==> src/uie_pkg.sv <==
// constants and types shared by the usart interrupt enable mask block
// assumes a 32-bit classic wishbone register bus with byte addresses
`default_nettype none
package uie_pkg;

  ////////////////////////////////////////////////////////////////////////////
  // widths
  localparam int FLAG_W = 13;
  localparam int ADR_W = 8;
  localparam int DAT_W = 32;
  localparam int SEL_W = 4;

  ////////////////////////////////////////////////////////////////////////////
  // register byte offsets
  localparam logic [7:0] OFF_FLAGS = 8'h40;
  localparam logic [7:0] OFF_SET = 8'h44;
  localparam logic [7:0] OFF_CLEAR = 8'h48;
  localparam logic [7:0] OFF_ENABLE = 8'h4C;

  ////////////////////////////////////////////////////////////////////////////
  // reset values and bit masks
  localparam logic [12:0] ENABLE_RST = 13'h0000;
  localparam logic [12:0] FLAG_RST = 13'h0000;
  localparam logic [12:0] ENABLE_MASK = 13'h1_FFF;
  // buffer level and data valid are live levels, not sticky
  localparam logic [12:0] STICKY_MASK = 13'h1_FF9;
  localparam logic [31:0] RD_ZERO = 32'h0000_0000;
  localparam logic [18:0] UPPER_ZERO = 19'h0_0000;

  ////////////////////////////////////////////////////////////////////////////
  // one bit per interrupt source, msb first (bit 12 down to bit 0)
  typedef struct packed {
    logic collision_check_fail;
    logic select_in_master;
    logic multiproc_address_frame;
    logic framing_error;
    logic parity_error;
    logic tx_underflow;
    logic tx_overflow;
    logic rx_underflow;
    logic rx_overflow;
    logic rx_buffer_full;
    logic rx_data_valid;
    logic tx_buffer_level;
    logic tx_complete;
  } uie_flags_s;

endpackage
`default_nettype wire

==> src/uie_flag_bank.sv <==
// pending flag bank: sticky event flags with software set and clear
// assumes set, clear and events arrive on clk_i from the same domain
`default_nettype none
`timescale 1ns/10ps
module uie_flag_bank (
  // clock and reset
  input wire logic clk_i,
  input wire logic rst_i,
  input wire logic ce_i,
  // sources
  input wire uie_pkg::uie_flags_s hw_set_i,
  input wire logic tx_buffer_level_i,
  input wire logic rx_data_valid_i,
  input wire logic [12:0] sw_set_i,
  input wire logic [12:0] sw_clr_i,
  // state
  output uie_pkg::uie_flags_s flags_o
);

  uie_pkg::uie_flags_s flags_q;
  uie_pkg::uie_flags_s next_flags;

  always_comb begin
    // clear on one
    next_flags = flags_q & ~(sw_clr_i & uie_pkg::STICKY_MASK);
    // set on one
    // set is ored after the clear so a same-cycle event is never lost
    next_flags = next_flags | (sw_set_i & uie_pkg::STICKY_MASK)
                 | (hw_set_i & uie_pkg::STICKY_MASK);
    next_flags.tx_buffer_level = tx_buffer_level_i;
    next_flags.rx_data_valid = rx_data_valid_i;
  end

  always_ff @(posedge clk_i) begin
    if (rst_i) begin
      flags_q <= uie_pkg::FLAG_RST;
    end else if (ce_i) begin
      flags_q <= next_flags;
    end
  end

  assign flags_o = flags_q;

endmodule
`default_nettype wire

==> src/uie_irq_mask.sv <==
// usart interrupt enable mask with flag, set, clear and enable registers
// assumes a classic wishbone master and flag sources on clk_i
`default_nettype none
`timescale 1ns/10ps

////////////////////////////////////////////////////////////////////////////
// Overview of operation
// enable bit 12 gates collision check fail onto the request
// enable bit 11 gates select driven in master mode onto the request
// enable bit 10 gates multiprocessor address frame onto the request
// enable bit 9 gates framing error onto the request
// enable bit 8 gates parity error onto the request
// parity error never raises the request in synchronous operation
// enable bit 7 gates transmit underflow onto the request
// enable bit 6 gates transmit overflow onto the request
// enable bit 5 gates receive underflow onto the request
// enable bit 4 gates receive overflow onto the request
// enable bit 3 gates receive buffer full onto the request
// enable bit 2 gates receive data valid onto the request
// enable bit 1 gates transmit buffer level onto the request
// enable bit 0 gates transmit complete onto the request
// software writes zero to enable bits 31 to 13
// writing one to a clear bit clears that pending flag, except the live transmit buffer level and receive data valid bits
// writing one to a set bit sets that pending flag, except the live transmit buffer level and receive data valid bits
// request is high while any enabled flag is pending, except parity error in synchronous operation
module uie_irq_mask (
  // clock, reset, enable
  input wire logic clk_i,
  input wire logic rst_i,
  input wire logic ce_i,
  // wishbone slave
  input wire logic wb_cyc_i,
  input wire logic wb_stb_i,
  input wire logic wb_we_i,
  input wire logic [7:0] wb_adr_i,
  input wire logic [3:0] wb_sel_i,
  input wire logic [31:0] wb_dat_i,
  output logic [31:0] wb_dat_o,
  output logic wb_ack_o,
  // flag sources
  input wire uie_pkg::uie_flags_s event_i,
  input wire logic tx_buffer_level_i,
  input wire logic rx_data_valid_i,
  input wire logic sync_mode_i,
  // interrupt
  output logic irq_o,
  output uie_pkg::uie_flags_s flags_o
);

  ////////////////////////////////////////////////////////////////////////////
  // helpers

  function automatic logic [31:0] lane_mask(input logic [3:0] sel);
    logic [31:0] m;
    m = {{8{sel[3]}}, {8{sel[2]}}, {8{sel[1]}}, {8{sel[0]}}};
    return m;
  endfunction

  function automatic logic hit(input logic [7:0] adr, input logic [7:0] off);
    logic h;
    h = (adr[7:2] == off[7:2]);
    return h;
  endfunction

  ////////////////////////////////////////////////////////////////////////////
  // bus handshake

  logic ack_q;
  logic next_ack;
  logic [31:0] rdata_q;
  logic [31:0] next_rdata;
  logic req_new;
  logic wr_fire;
  logic [31:0] lanes;
  logic [12:0] wmask;
  logic [12:0] ien_q;
  logic [12:0] next_ien;
  uie_pkg::uie_flags_s flags;

  // a request is answered once; ack drops the cycle after it is given
  assign req_new = wb_cyc_i & wb_stb_i & ~ack_q;
  // writes land at the edge where the master samples ack
  assign wr_fire = wb_cyc_i & wb_stb_i & wb_we_i & ack_q;
  // only lanes 0 and 1 carry implemented bits
  assign lanes = lane_mask(wb_sel_i);
  assign wmask = lanes[12:0];

  always_comb begin
    next_ack = 1'b0;
    next_rdata = rdata_q;
    if (req_new) begin
      next_ack = 1'b1;
      next_rdata = uie_pkg::RD_ZERO;
      if (!wb_we_i) begin
        if (hit(wb_adr_i, uie_pkg::OFF_FLAGS)) begin
          next_rdata = {uie_pkg::UPPER_ZERO, flags};
        end else if (hit(wb_adr_i, uie_pkg::OFF_ENABLE)) begin
          next_rdata = {uie_pkg::UPPER_ZERO, ien_q};
        end else begin
          // set, clear and unmapped words read as zero
          next_rdata = uie_pkg::RD_ZERO;
        end
      end
    end
  end

  always_ff @(posedge clk_i) begin
    if (rst_i) begin
      ack_q <= 1'b0;
      rdata_q <= uie_pkg::RD_ZERO;
    end else if (ce_i) begin
      ack_q <= next_ack;
      rdata_q <= next_rdata;
    end
  end

  assign wb_ack_o = ack_q;
  assign wb_dat_o = rdata_q;

  ////////////////////////////////////////////////////////////////////////////
  // enable mask register

  always_comb begin
    next_ien = ien_q;
    if (wr_fire && hit(wb_adr_i, uie_pkg::OFF_ENABLE)) begin
      // upper bits dropped
      // only the implemented bits are stored, upper bits read zero
      next_ien = ((ien_q & ~wmask) | (wb_dat_i[12:0] & wmask))
                 & uie_pkg::ENABLE_MASK;
    end
  end

  always_ff @(posedge clk_i) begin
    if (rst_i) begin
      ien_q <= uie_pkg::ENABLE_RST;
    end else if (ce_i) begin
      ien_q <= next_ien;
    end
  end

  ////////////////////////////////////////////////////////////////////////////
  // pending flags

  logic [12:0] sw_set;
  logic [12:0] sw_clr;

  always_comb begin
    sw_set = 13'h0000;
    sw_clr = 13'h0000;
    // software set
    if (wr_fire && hit(wb_adr_i, uie_pkg::OFF_SET)) begin
      sw_set = wb_dat_i[12:0] & wmask;
    end
    // software clear
    if (wr_fire && hit(wb_adr_i, uie_pkg::OFF_CLEAR)) begin
      sw_clr = wb_dat_i[12:0] & wmask;
    end
  end

  uie_flag_bank u_flags (
    .clk_i(clk_i),
    .rst_i(rst_i),
    .ce_i(ce_i),
    .hw_set_i(event_i),
    .tx_buffer_level_i(tx_buffer_level_i),
    .rx_data_valid_i(rx_data_valid_i),
    .sw_set_i(sw_set),
    .sw_clr_i(sw_clr),
    .flags_o(flags)
  );

  assign flags_o = flags;

  ////////////////////////////////////////////////////////////////////////////
  // interrupt gating

  uie_pkg::uie_flags_s en;
  uie_pkg::uie_flags_s gated;

  assign en = ien_q;

  always_comb begin
    // collision check gate
    gated.collision_check_fail = flags.collision_check_fail
                                 & en.collision_check_fail;
    // master select gate
    gated.select_in_master = flags.select_in_master & en.select_in_master;
    // address frame gate
    gated.multiproc_address_frame = flags.multiproc_address_frame
                                    & en.multiproc_address_frame;
    // framing error gate
    gated.framing_error = flags.framing_error & en.framing_error;
    // parity error gate
    // async only parity
    // a parity flag left over from async use stays pending but silent
    gated.parity_error = flags.parity_error & en.parity_error
                         & ~sync_mode_i;
    // tx underflow gate
    gated.tx_underflow = flags.tx_underflow & en.tx_underflow;
    // tx overflow gate
    gated.tx_overflow = flags.tx_overflow & en.tx_overflow;
    // rx underflow gate
    gated.rx_underflow = flags.rx_underflow & en.rx_underflow;
    // rx overflow gate
    gated.rx_overflow = flags.rx_overflow & en.rx_overflow;
    // buffer full gate
    gated.rx_buffer_full = flags.rx_buffer_full & en.rx_buffer_full;
    // data valid gate
    gated.rx_data_valid = flags.rx_data_valid & en.rx_data_valid;
    // buffer level gate
    gated.tx_buffer_level = flags.tx_buffer_level & en.tx_buffer_level;
    // tx complete gate
    gated.tx_complete = flags.tx_complete & en.tx_complete;
  end

  // request combine
  assign irq_o = |gated;

  ////////////////////////////////////////////////////////////////////////////
  // checks

  ccf_enabled_a: assert property (
    @(posedge clk_i) disable iff (rst_i)
    (ce_i && event_i.collision_check_fail && en.collision_check_fail
     && !(wr_fire && hit(wb_adr_i, uie_pkg::OFF_ENABLE))) |=> irq_o)
    else $error("collision check fail did not raise irq");

  ccf_blocked_a: assert property (
    @(posedge clk_i) disable iff (rst_i)
    (!en.collision_check_fail && (flags == 13'h1000)) |-> !irq_o)
    else $error("masked collision check fail raised irq");

  ssm_enabled_a: assert property (
    @(posedge clk_i) disable iff (rst_i)
    (flags.select_in_master && en.select_in_master) |-> irq_o)
    else $error("master select flag did not raise irq");

  parity_error_sync_a: assert property (
    @(posedge clk_i) disable iff (rst_i)
    (sync_mode_i && ((flags & ien_q) == 13'h0100)) |-> !irq_o)
    else $error("parity error raised irq in synchronous mode");

  irq_idle_a: assert property (
    @(posedge clk_i) disable iff (rst_i)
    ((flags & ien_q) == 13'h0000) |-> !irq_o)
    else $error("irq high with nothing enabled and pending");

  clear_one_a: assert property (
    @(posedge clk_i) disable iff (rst_i)
    (ce_i && wr_fire && hit(wb_adr_i, uie_pkg::OFF_CLEAR)
     && wb_sel_i[0] && wb_dat_i[0] && !event_i.tx_complete)
    |=> !flags.tx_complete)
    else $error("clear write left tx complete pending");

  set_one_a: assert property (
    @(posedge clk_i) disable iff (rst_i)
    (ce_i && wr_fire && hit(wb_adr_i, uie_pkg::OFF_SET)
     && wb_sel_i[1] && wb_dat_i[12]) |=> flags.collision_check_fail)
    else $error("set write did not raise collision flag");

  enable_write_a: assert property (
    @(posedge clk_i) disable iff (rst_i)
    (ce_i && wr_fire && hit(wb_adr_i, uie_pkg::OFF_ENABLE)
     && (wb_sel_i == 4'hF)) |=> (ien_q == $past(wb_dat_i[12:0])))
    else $error("enable write not stored");

  ack_single_a: assert property (
    @(posedge clk_i) disable iff (rst_i)
    (ce_i && wb_ack_o) |=> !wb_ack_o)
    else $error("ack held for more than one cycle");

  ack_timely_a: assert property (
    @(posedge clk_i) disable iff (rst_i)
    (ce_i && wb_cyc_i && wb_stb_i && !wb_ack_o) |=> wb_ack_o)
    else $error("request not acknowledged next cycle");

  multiproc_address_frame_enabled_a: assert property (
    @(posedge clk_i) disable iff (rst_i)
    (flags.multiproc_address_frame && en.multiproc_address_frame) |-> irq_o)
    else $error("address frame flag did not raise irq");

  framing_error_enabled_a: assert property (
    @(posedge clk_i) disable iff (rst_i)
    (flags.framing_error && en.framing_error) |-> irq_o)
    else $error("framing error flag did not raise irq");

  parity_error_async_a: assert property (
    @(posedge clk_i) disable iff (rst_i)
    (!sync_mode_i && flags.parity_error && en.parity_error) |-> irq_o)
    else $error("parity error flag did not raise irq");

  txc_enabled_a: assert property (
    @(posedge clk_i) disable iff (rst_i)
    (flags.tx_complete && en.tx_complete) |-> irq_o)
    else $error("tx complete flag did not raise irq");

  level_track_a: assert property (
    @(posedge clk_i) disable iff (rst_i)
    ce_i |=> (flags.tx_buffer_level == $past(tx_buffer_level_i)))
    else $error("buffer level flag does not follow its input");

  valid_track_a: assert property (
    @(posedge clk_i) disable iff (rst_i)
    ce_i |=> (flags.rx_data_valid == $past(rx_data_valid_i)))
    else $error("data valid flag does not follow its input");

endmodule
`default_nettype wire

==> config.mk <==
export PLATFORM = sky130hd
export DESIGN_NAME = uie_irq_mask
export DESIGN_NICKNAME = d
export VERILOG_FILES = /design/src/uie_pkg.sv /design/src/uie_flag_bank.sv /design/src/uie_irq_mask.sv
export SDC_FILE = /design/constraint.sdc
export NUM_CORES = 1
export LEC_CHECK = 0
export ABC_AREA = 1
export CORE_UTILIZATION = 35
export DETAILED_ROUTE_END_ITERATION = 6
export DONT_BUFFER_PORTS = 1
export GPL_TIMING_DRIVEN = 0
export SLEW_MARGIN = 25
export SYNTH_ARGS = -nofsm -noshare
export SYNTH_HDL_FRONTEND = slang
export SYNTH_SLANG_ARGS = --single-unit
==> constraint.sdc <==
create_clock -name clk_i -period 1.9 [get_ports clk_i]
set_input_delay 0.19 -clock clk_i [delete_from_list [all_inputs] [get_ports clk_i]]
set_output_delay 0.19 -clock clk_i [all_outputs]
set_load 0.02 [all_outputs]
==> run summary, run 1 <==
r2r setup slk -> 0.31 ns
sequential share of the synthesized area -> 0.343
Worst Reg-to-Reg Cells -> 6
static leakage -> 1.36 nW
Total GRT Usage -> 0.178
xor/xnor share of the synthesized area -> 0
hold_sp -> wb_dat_i[6]
main flop type after synthesis -> dfxtp_1
fin nets -> 474
Setup Viol. Count Final -> 0
hold depth -> 2
switching share of power -> 0.273
antenna cells -> 0
RSZ-0062 raised after global routing -> no
number of buffers created by CTS -> 5
Max-Cap Viols -> 0
GRT Residual Overflow -> 0
Die W -> 83.7 microns
Synth Area in Simple Gates -> 0.429
post-placement cell area -> 2500 sq um
Clock Path Buffers -> 2
count of cell types in the netlist -> 24
Final Wtd Congestion -> 0.788
min-delay worst type -> input pin to flop
cts hold-fix bufs -> 0
Post CTS Setup Buffer Count -> 0
Max VDD drop -> 0.288 mV
Post-route DRC -> 0
Arr. time, crit path -> 1.46 ns
number of synthesized flops with an enable pin -> 0
Mapped Cells -> 383
Power Total -> 1.80 mW
internal power -> 1.31 mW
largest cells by area after synthesis -> dfxtp_1, nand2_1, nor2_1
Filler cells -> 720
Crit. End Element -> output port
ys async rst share -> 0
die area -> 7000 sq um
Worst path max stage delay -> 0.42 ns
GRT busiest layer -> met2
pwr/cell area -> 690 nW/um^2
Post-Syn Area -> 2330 sq um
CTS resizes -> 0
Worst Setup SP -> u_flags.flags_o[0]
Routed Wire Length -> 6020 microns
Worst setup SP type -> flop
crit path max fanout -> 4
IO Port Bufs -> 0
CTS tree -> yes
initial antenna violation count -> 0
combinational share of power -> 0.098
Net Switching -> 491 uW
Relative slew margins -> 0.646
status -> finished clean
Slew Viols, Final -> 0
Layout Skew -> 0.0131 ns
setup ws final -> 0.248 ns
Multi-input gate area -> 1230 sq um
syn_area_per_cell -> 6.10 sq um
H-tree depth reported by CTS -> 2
largest family of logic cells by synthesized area -> simple AND/OR/NAND/NOR gates
adder-cell share of the synthesized area -> 0
row count -> 29
clk_lat worst skew -> 0.30 ns
final cycle utilization of the critical path -> 0.869
clock power share -> 0.395
Layout area overhead -> 11.8%
IO Pins -> 113
register bit count reported by yosys -> 40
synth warn -> 0
WL per Instance -> 12.4 microns
dominant cell type by area after synthesis -> dfxtp_1
CTS Sinks -> 40
fin area -> 2610 sq um
final hold violations -> 0
largest net degree at the start of global routing -> 14
Cell Chain, Critical Path -> nand2_1, nand2_1, a221oi_1, nand3_1
First-pass DRT Iterations -> 4
layout cells sized above 1 -> 0.112
fmax -> 0.605 GHz
vias in the first global route -> 2087
Vias -> 2166
Register Area -> 801 sq um
Fin Setup TNS -> 0 ns
Period minus WS final -> 1.65 ns
CP most frequent cell -> nand2_1
Final HPWL DP -> 4750 microns
1st-iter DRT viols -> 89
worst path required time -> 1.71 ns
M2 GR Usage -> 0.307
Vias/cell -> 4.46
CP Class -> flop to output port
Clock transition at path regs -> 0.09 ns
met1 Use GR -> 0.213
starting density of the core -> 0.366
area of the core -> 6390 sq um
first-pass GRT wire length -> 10000 microns
area share of the largest cell type after synthesis -> 0.343
Synth Area in Compound Gates -> 0.0686
met3 usage -> 0.0554
post-place setup slack -> 0.305 ns
Worst Tran Pin Value -> 0.531 ns
Critical R2R Launch -> wb_ack_o
CTS Root Cell -> clkbuf_8
reg2reg end -> u_flags.flags_o[11]
utilization after layout -> 0.409
Slowest cell on crit path -> dfxtp_1
ANT nets after route -> 0
Seq pwr share -> 0.507
multiplexer share of the synthesized area -> 0
chip height -> 83.7 microns
[through the flow]
stage | cells | hold slack [ns]
floorplan | 401 | 0.325
global placement | 478 | 0.328
detailed placement | 478 | 0.333
CTS | 486 | 0.0161
global route | 486 | 0.0106
finish | 486 | 0.0145
[cells by family after synthesis]
| kind of cell | Yosys count |
|---|---|
| flip-flops | 40 |
| other | 1 |
| AO/OA/AOI/OAI | 30 |
| buffers and inverters | 72 |
| AND/OR/NAND/NOR | 240 |
[synthesized netlist by cell type, types with 2 or more instances]
cell	instances
nand2_1	134
nor2_1	73
dfxtp_1	40
inv_1	35
a21oi_1	25
nand3_1	24
buf_4	22
clkbuf_1	7
buf_2	5
a221oi_1	2
nand3_2	2
o21ai_0	2
[metal layers]
metal | vias to the layer above | wire [microns]
met5 | - | 0
met4 | 0 | 74
met3 | 6 | 495
met2 | 64 | 2770
met1 | 916 | 2680
li1 | 1180 | -
[worst max-delay path: cells and delay by family (launching register included)]
kind             cells  cell delay, ns
AO/OA/AOI/OAI        1            0.27
flip-flops           1            0.42
AND/OR/NAND/NOR      3            0.47
[power groups by stage]
stage / sequential, mW / clock [mW] / combinational (mW)
floorplan: 0.918 / 0 / 0.154
global placement: 0.932 / 0 / 0.174
detailed placement: 0.932 / 0 / 0.177
CTS: 0.912 / 0.726 / 0.177
global route: 0.916 / 0.763 / 0.199
finish: 0.912 / 0.712 / 0.177
[worst max-delay path by stage]
| stage | end | slack [ns] | cells after the start |
|---|---|---|---|
| CTS | irq_o | 0.21 | 4 |
| detailed placement | u_flags.flags_o[11] | 0.31 | 6 |
| finish | irq_o | 0.25 | 4 |
| global placement | u_flags.flags_o[11] | 0.32 | 6 |
| global route | flop | 0.15 | 6 |
| floorplan | u_flags.flags_o[10] | 0.56 | 6 |
[area by class of cell]
class	count	area share
tap	77	0.0369
inverter	36	0.0518
multi-input combinational	289	0.473
clock inverter	3	0.0163
buffer	36	0.0892
sequential	40	0.307
clock buffer	5	0.0264
[placed cells by master, fill, tap and decap left out, drive strengths merged]
master and n:
nand2 135, nand3 26, buf 28, clkbuf 13
a221oi 2, o21ai 2, nand3b 1, clkinv 1
nor2 76, conb 19, clkinvlp 1, nand4 2
a211oi 1, inv 36, a21oi 25, bufinv 1
dfxtp 40
Power figures use the tool's default switching activity.
==> run 2: changes to the inputs <==
--- a/config.mk
+++ b/config.mk
@@ -6,10 +6,10 @@
 export NUM_CORES = 1
 export LEC_CHECK = 0
 export ABC_AREA = 1
-export CORE_UTILIZATION = 35
+export CORE_UTILIZATION = 64
 export DETAILED_ROUTE_END_ITERATION = 6
 export DONT_BUFFER_PORTS = 1
-export GPL_TIMING_DRIVEN = 0
+export PLACE_DENSITY = 0.8
 export SLEW_MARGIN = 25
 export SYNTH_ARGS = -nofsm -noshare
 export SYNTH_HDL_FRONTEND = slang
==> run 2 against run 1 <==
  * Sequential share of layout area is 2.1 points higher
  * Core utilization is 31 points higher
  * Flip-flop and latch count stayed put
  * Combinational power is 17% lower
  * First-iteration DRC count is 43% higher
  * Wire length is 17% lower
  * Global-route usage is 9.0 points higher
  * Critical path depth stayed put
  * Total power is 11% lower
  * Clock skew is 0.0058 ns lower
  * Critical path type unchanged
  * Critical endpoint unchanged
  * Highest routed layer unchanged
==> run summary, run 2 (synthesized netlist as in run 1, its figures left out) <==
Total GRT Usage -> 0.268 (+0.0900)
1st-iter DRT viols -> 127 (+43%)
final cycle utilization of the critical path -> 0.867 (-0.00278)
Worst setup SP type -> flop
Worst path max stage delay -> 0.42 ns (about the same)
Max VDD drop -> 0.467 mV (+62%)
CTS Sinks -> 40 (unchanged)
IO Port Bufs -> 0 (unchanged)
initial antenna violation count -> 0 (unchanged)
First-pass DRT Iterations -> 4 (unchanged)
Vias/cell -> 4.98 (+12%)
Max-Cap Viols -> 0 (unchanged)
Period minus WS final -> 1.65 ns (-0.00529 ns)
ANT nets after route -> 0 (unchanged)
worst path required time -> 1.71 ns (about the same)
static leakage -> 1.26 nW (-7.7%)
pwr/cell area -> 652 nW/um^2 (-5.4%)
fmax -> 0.607 GHz (+0.32%)
worst path bufs/invs -> 0 (unchanged)
chip height -> 62.4 microns (-25%)
Cell Chain, Critical Path -> nand2_1, nand2_1, a221oi_1, nand3_1
first-pass GRT wire length -> 8370 microns (-17%)
clk_lat worst skew -> 0.33 ns (+0.03 ns)
Post CTS Setup Buffer Count -> 0 (unchanged)
antenna cells -> 0 (unchanged)
hold_sp -> tx_buffer_level_i
Crit. End Element -> output port
Vias -> 2162 (-0.18%)
CTS Root Cell -> clkbuf_4
crit path max fanout -> 4 (unchanged)
CP delay by family, top -> simple AND/OR/NAND/NOR gates
min-delay worst type -> input pin to flop
setup ws final -> 0.253 ns (+0.00529 ns)
Clock Path Buffers -> 2 (unchanged)
post-place setup slack -> 0.425 ns (+0.119 ns)
number of buffers created by CTS -> 5 (unchanged)
starting density of the core -> 0.684 (+0.318)
largest net degree at the start of global routing -> 27 (+13)
Clock transition at path regs -> 0.11 ns (+0.02 ns)
utilization after layout -> 0.715 (+0.307)
WL per Instance -> 11.5 microns (-6.7%)
Setup Viol. Count Final -> 0 (unchanged)
Layout Skew -> 0.00738 ns (-0.00576 ns)
Critical R2R Launch -> wb_ack_o
row count -> 21 (-28%)
GRT Residual Overflow -> 0 (unchanged)
Slew Viols, Final -> 0 (unchanged)
Die W -> 62.4 microns (-25%)
CP most frequent cell -> nand2_1
final hold violations -> 0 (unchanged)
vias in the first global route -> 1889 (-9.5%)
Final HPWL DP -> 3500 microns (-26%)
area of the core -> 3420 sq um (-47%)
die area -> 3890 sq um (-44%)
H-tree depth reported by CTS -> 2 (unchanged)
fin nets -> 453 (-4.4%)
Hold WS -> 0.0152 ns (+0.000670 ns)
IO Pins -> 113 (unchanged)
CTS tree -> yes
RSZ-0062 raised after global routing -> no
Routed Wire Length -> 5010 microns (-17%)
Relative slew margins -> 0.393 (-0.254)
Worst Setup SP -> u_flags.flags_o[0]
Fin Setup TNS -> 0 ns (unchanged)
Slowest cell on crit path -> dfxtp_1
Post-route DRC -> 0 (unchanged)
Final Wtd Congestion -> 0.813 (+3.2%)
CP Class -> flop to output port
Layout area overhead -> 4.66%
Worst Tran Pin Value -> 0.908 ns (+0.377 ns)
most frequent cells in the layout -> nand2_1, nor2_1, dfxtp_1
Power Total -> 1.59 mW (-11%)
most common cell after layout, fill and taps aside -> nand2_1
layout cells sized above 1 -> 0.0515 (-0.0609)
status -> finished clean
r2r setup slk -> 0.39 ns (+0.08 ns)
Arr. time, crit path -> 1.46 ns (about the same)
[run 2: worst register-to-register path, cell delays in order, from the launching register on]
cell     delay (ns)
dfxtp_1        0.50
nand2_1        0.11
nor2_2         0.11
buf_4          0.18
buf_4          0.22
nand3_1        0.10
nand2_1        0.06
inv_1          0.03
a21oi_1        0.11
[run 2: routing by layer]
layer | track usage | up-vias | part of all wire
li1 | - | 1144 | -
met1 | 0.343 | 921 | 0.45
met2 | 0.447 | 93 | 0.46
met3 | 0.0748 | 4 | 0.090
met4 | 0.0610 | 0 | 0.0068
met5 | 0 | - | 0
[run 2: repair_timing]
action	4_1_cts	5_1_grt
hold endpoints to repair	34	1
resized for setup	0	0
hold buffers	10	1
[run 2: where the power goes]
part | total (mW) | internal, mW | switching [mW] | leakage, nW
logic | 0.147 | 0.0474 | 0.0992 | 0.889
registers | 0.910 | 0.858 | 0.0521 | 0.325
clock network | 0.537 | 0.276 | 0.261 | 0.0422
[run 2: worst paths after layout]
kind,end,cells after the start
max,irq_o,4
min,u_flags.flags_o[1],2
max reg2reg,u_flags.flags_o[4],8
min reg2reg,flop,4
[run 2: stage by stage]
stage / instance area [sq um] / instances
final: 2440 / 434
after CTS: 2430 / 433
after global routing: 2440 / 434
after detailed placement: 2260 / 415
after floorplan: 2400 / 401
after global placement: 2260 / 415
[run 2: cell type report]
cell class | count | area, sq um
Multi-Input combinational cell | 289 | 1230
Sequential cell | 40 | 801
Clock inverter | 2 | 35.0
Inverter | 36 | 135
Clock buffer | 6 | 41.3
Tap cell | 46 | 57.6
Timing Repair Buffer | 15 | 140
Fill cell | 334 | 972
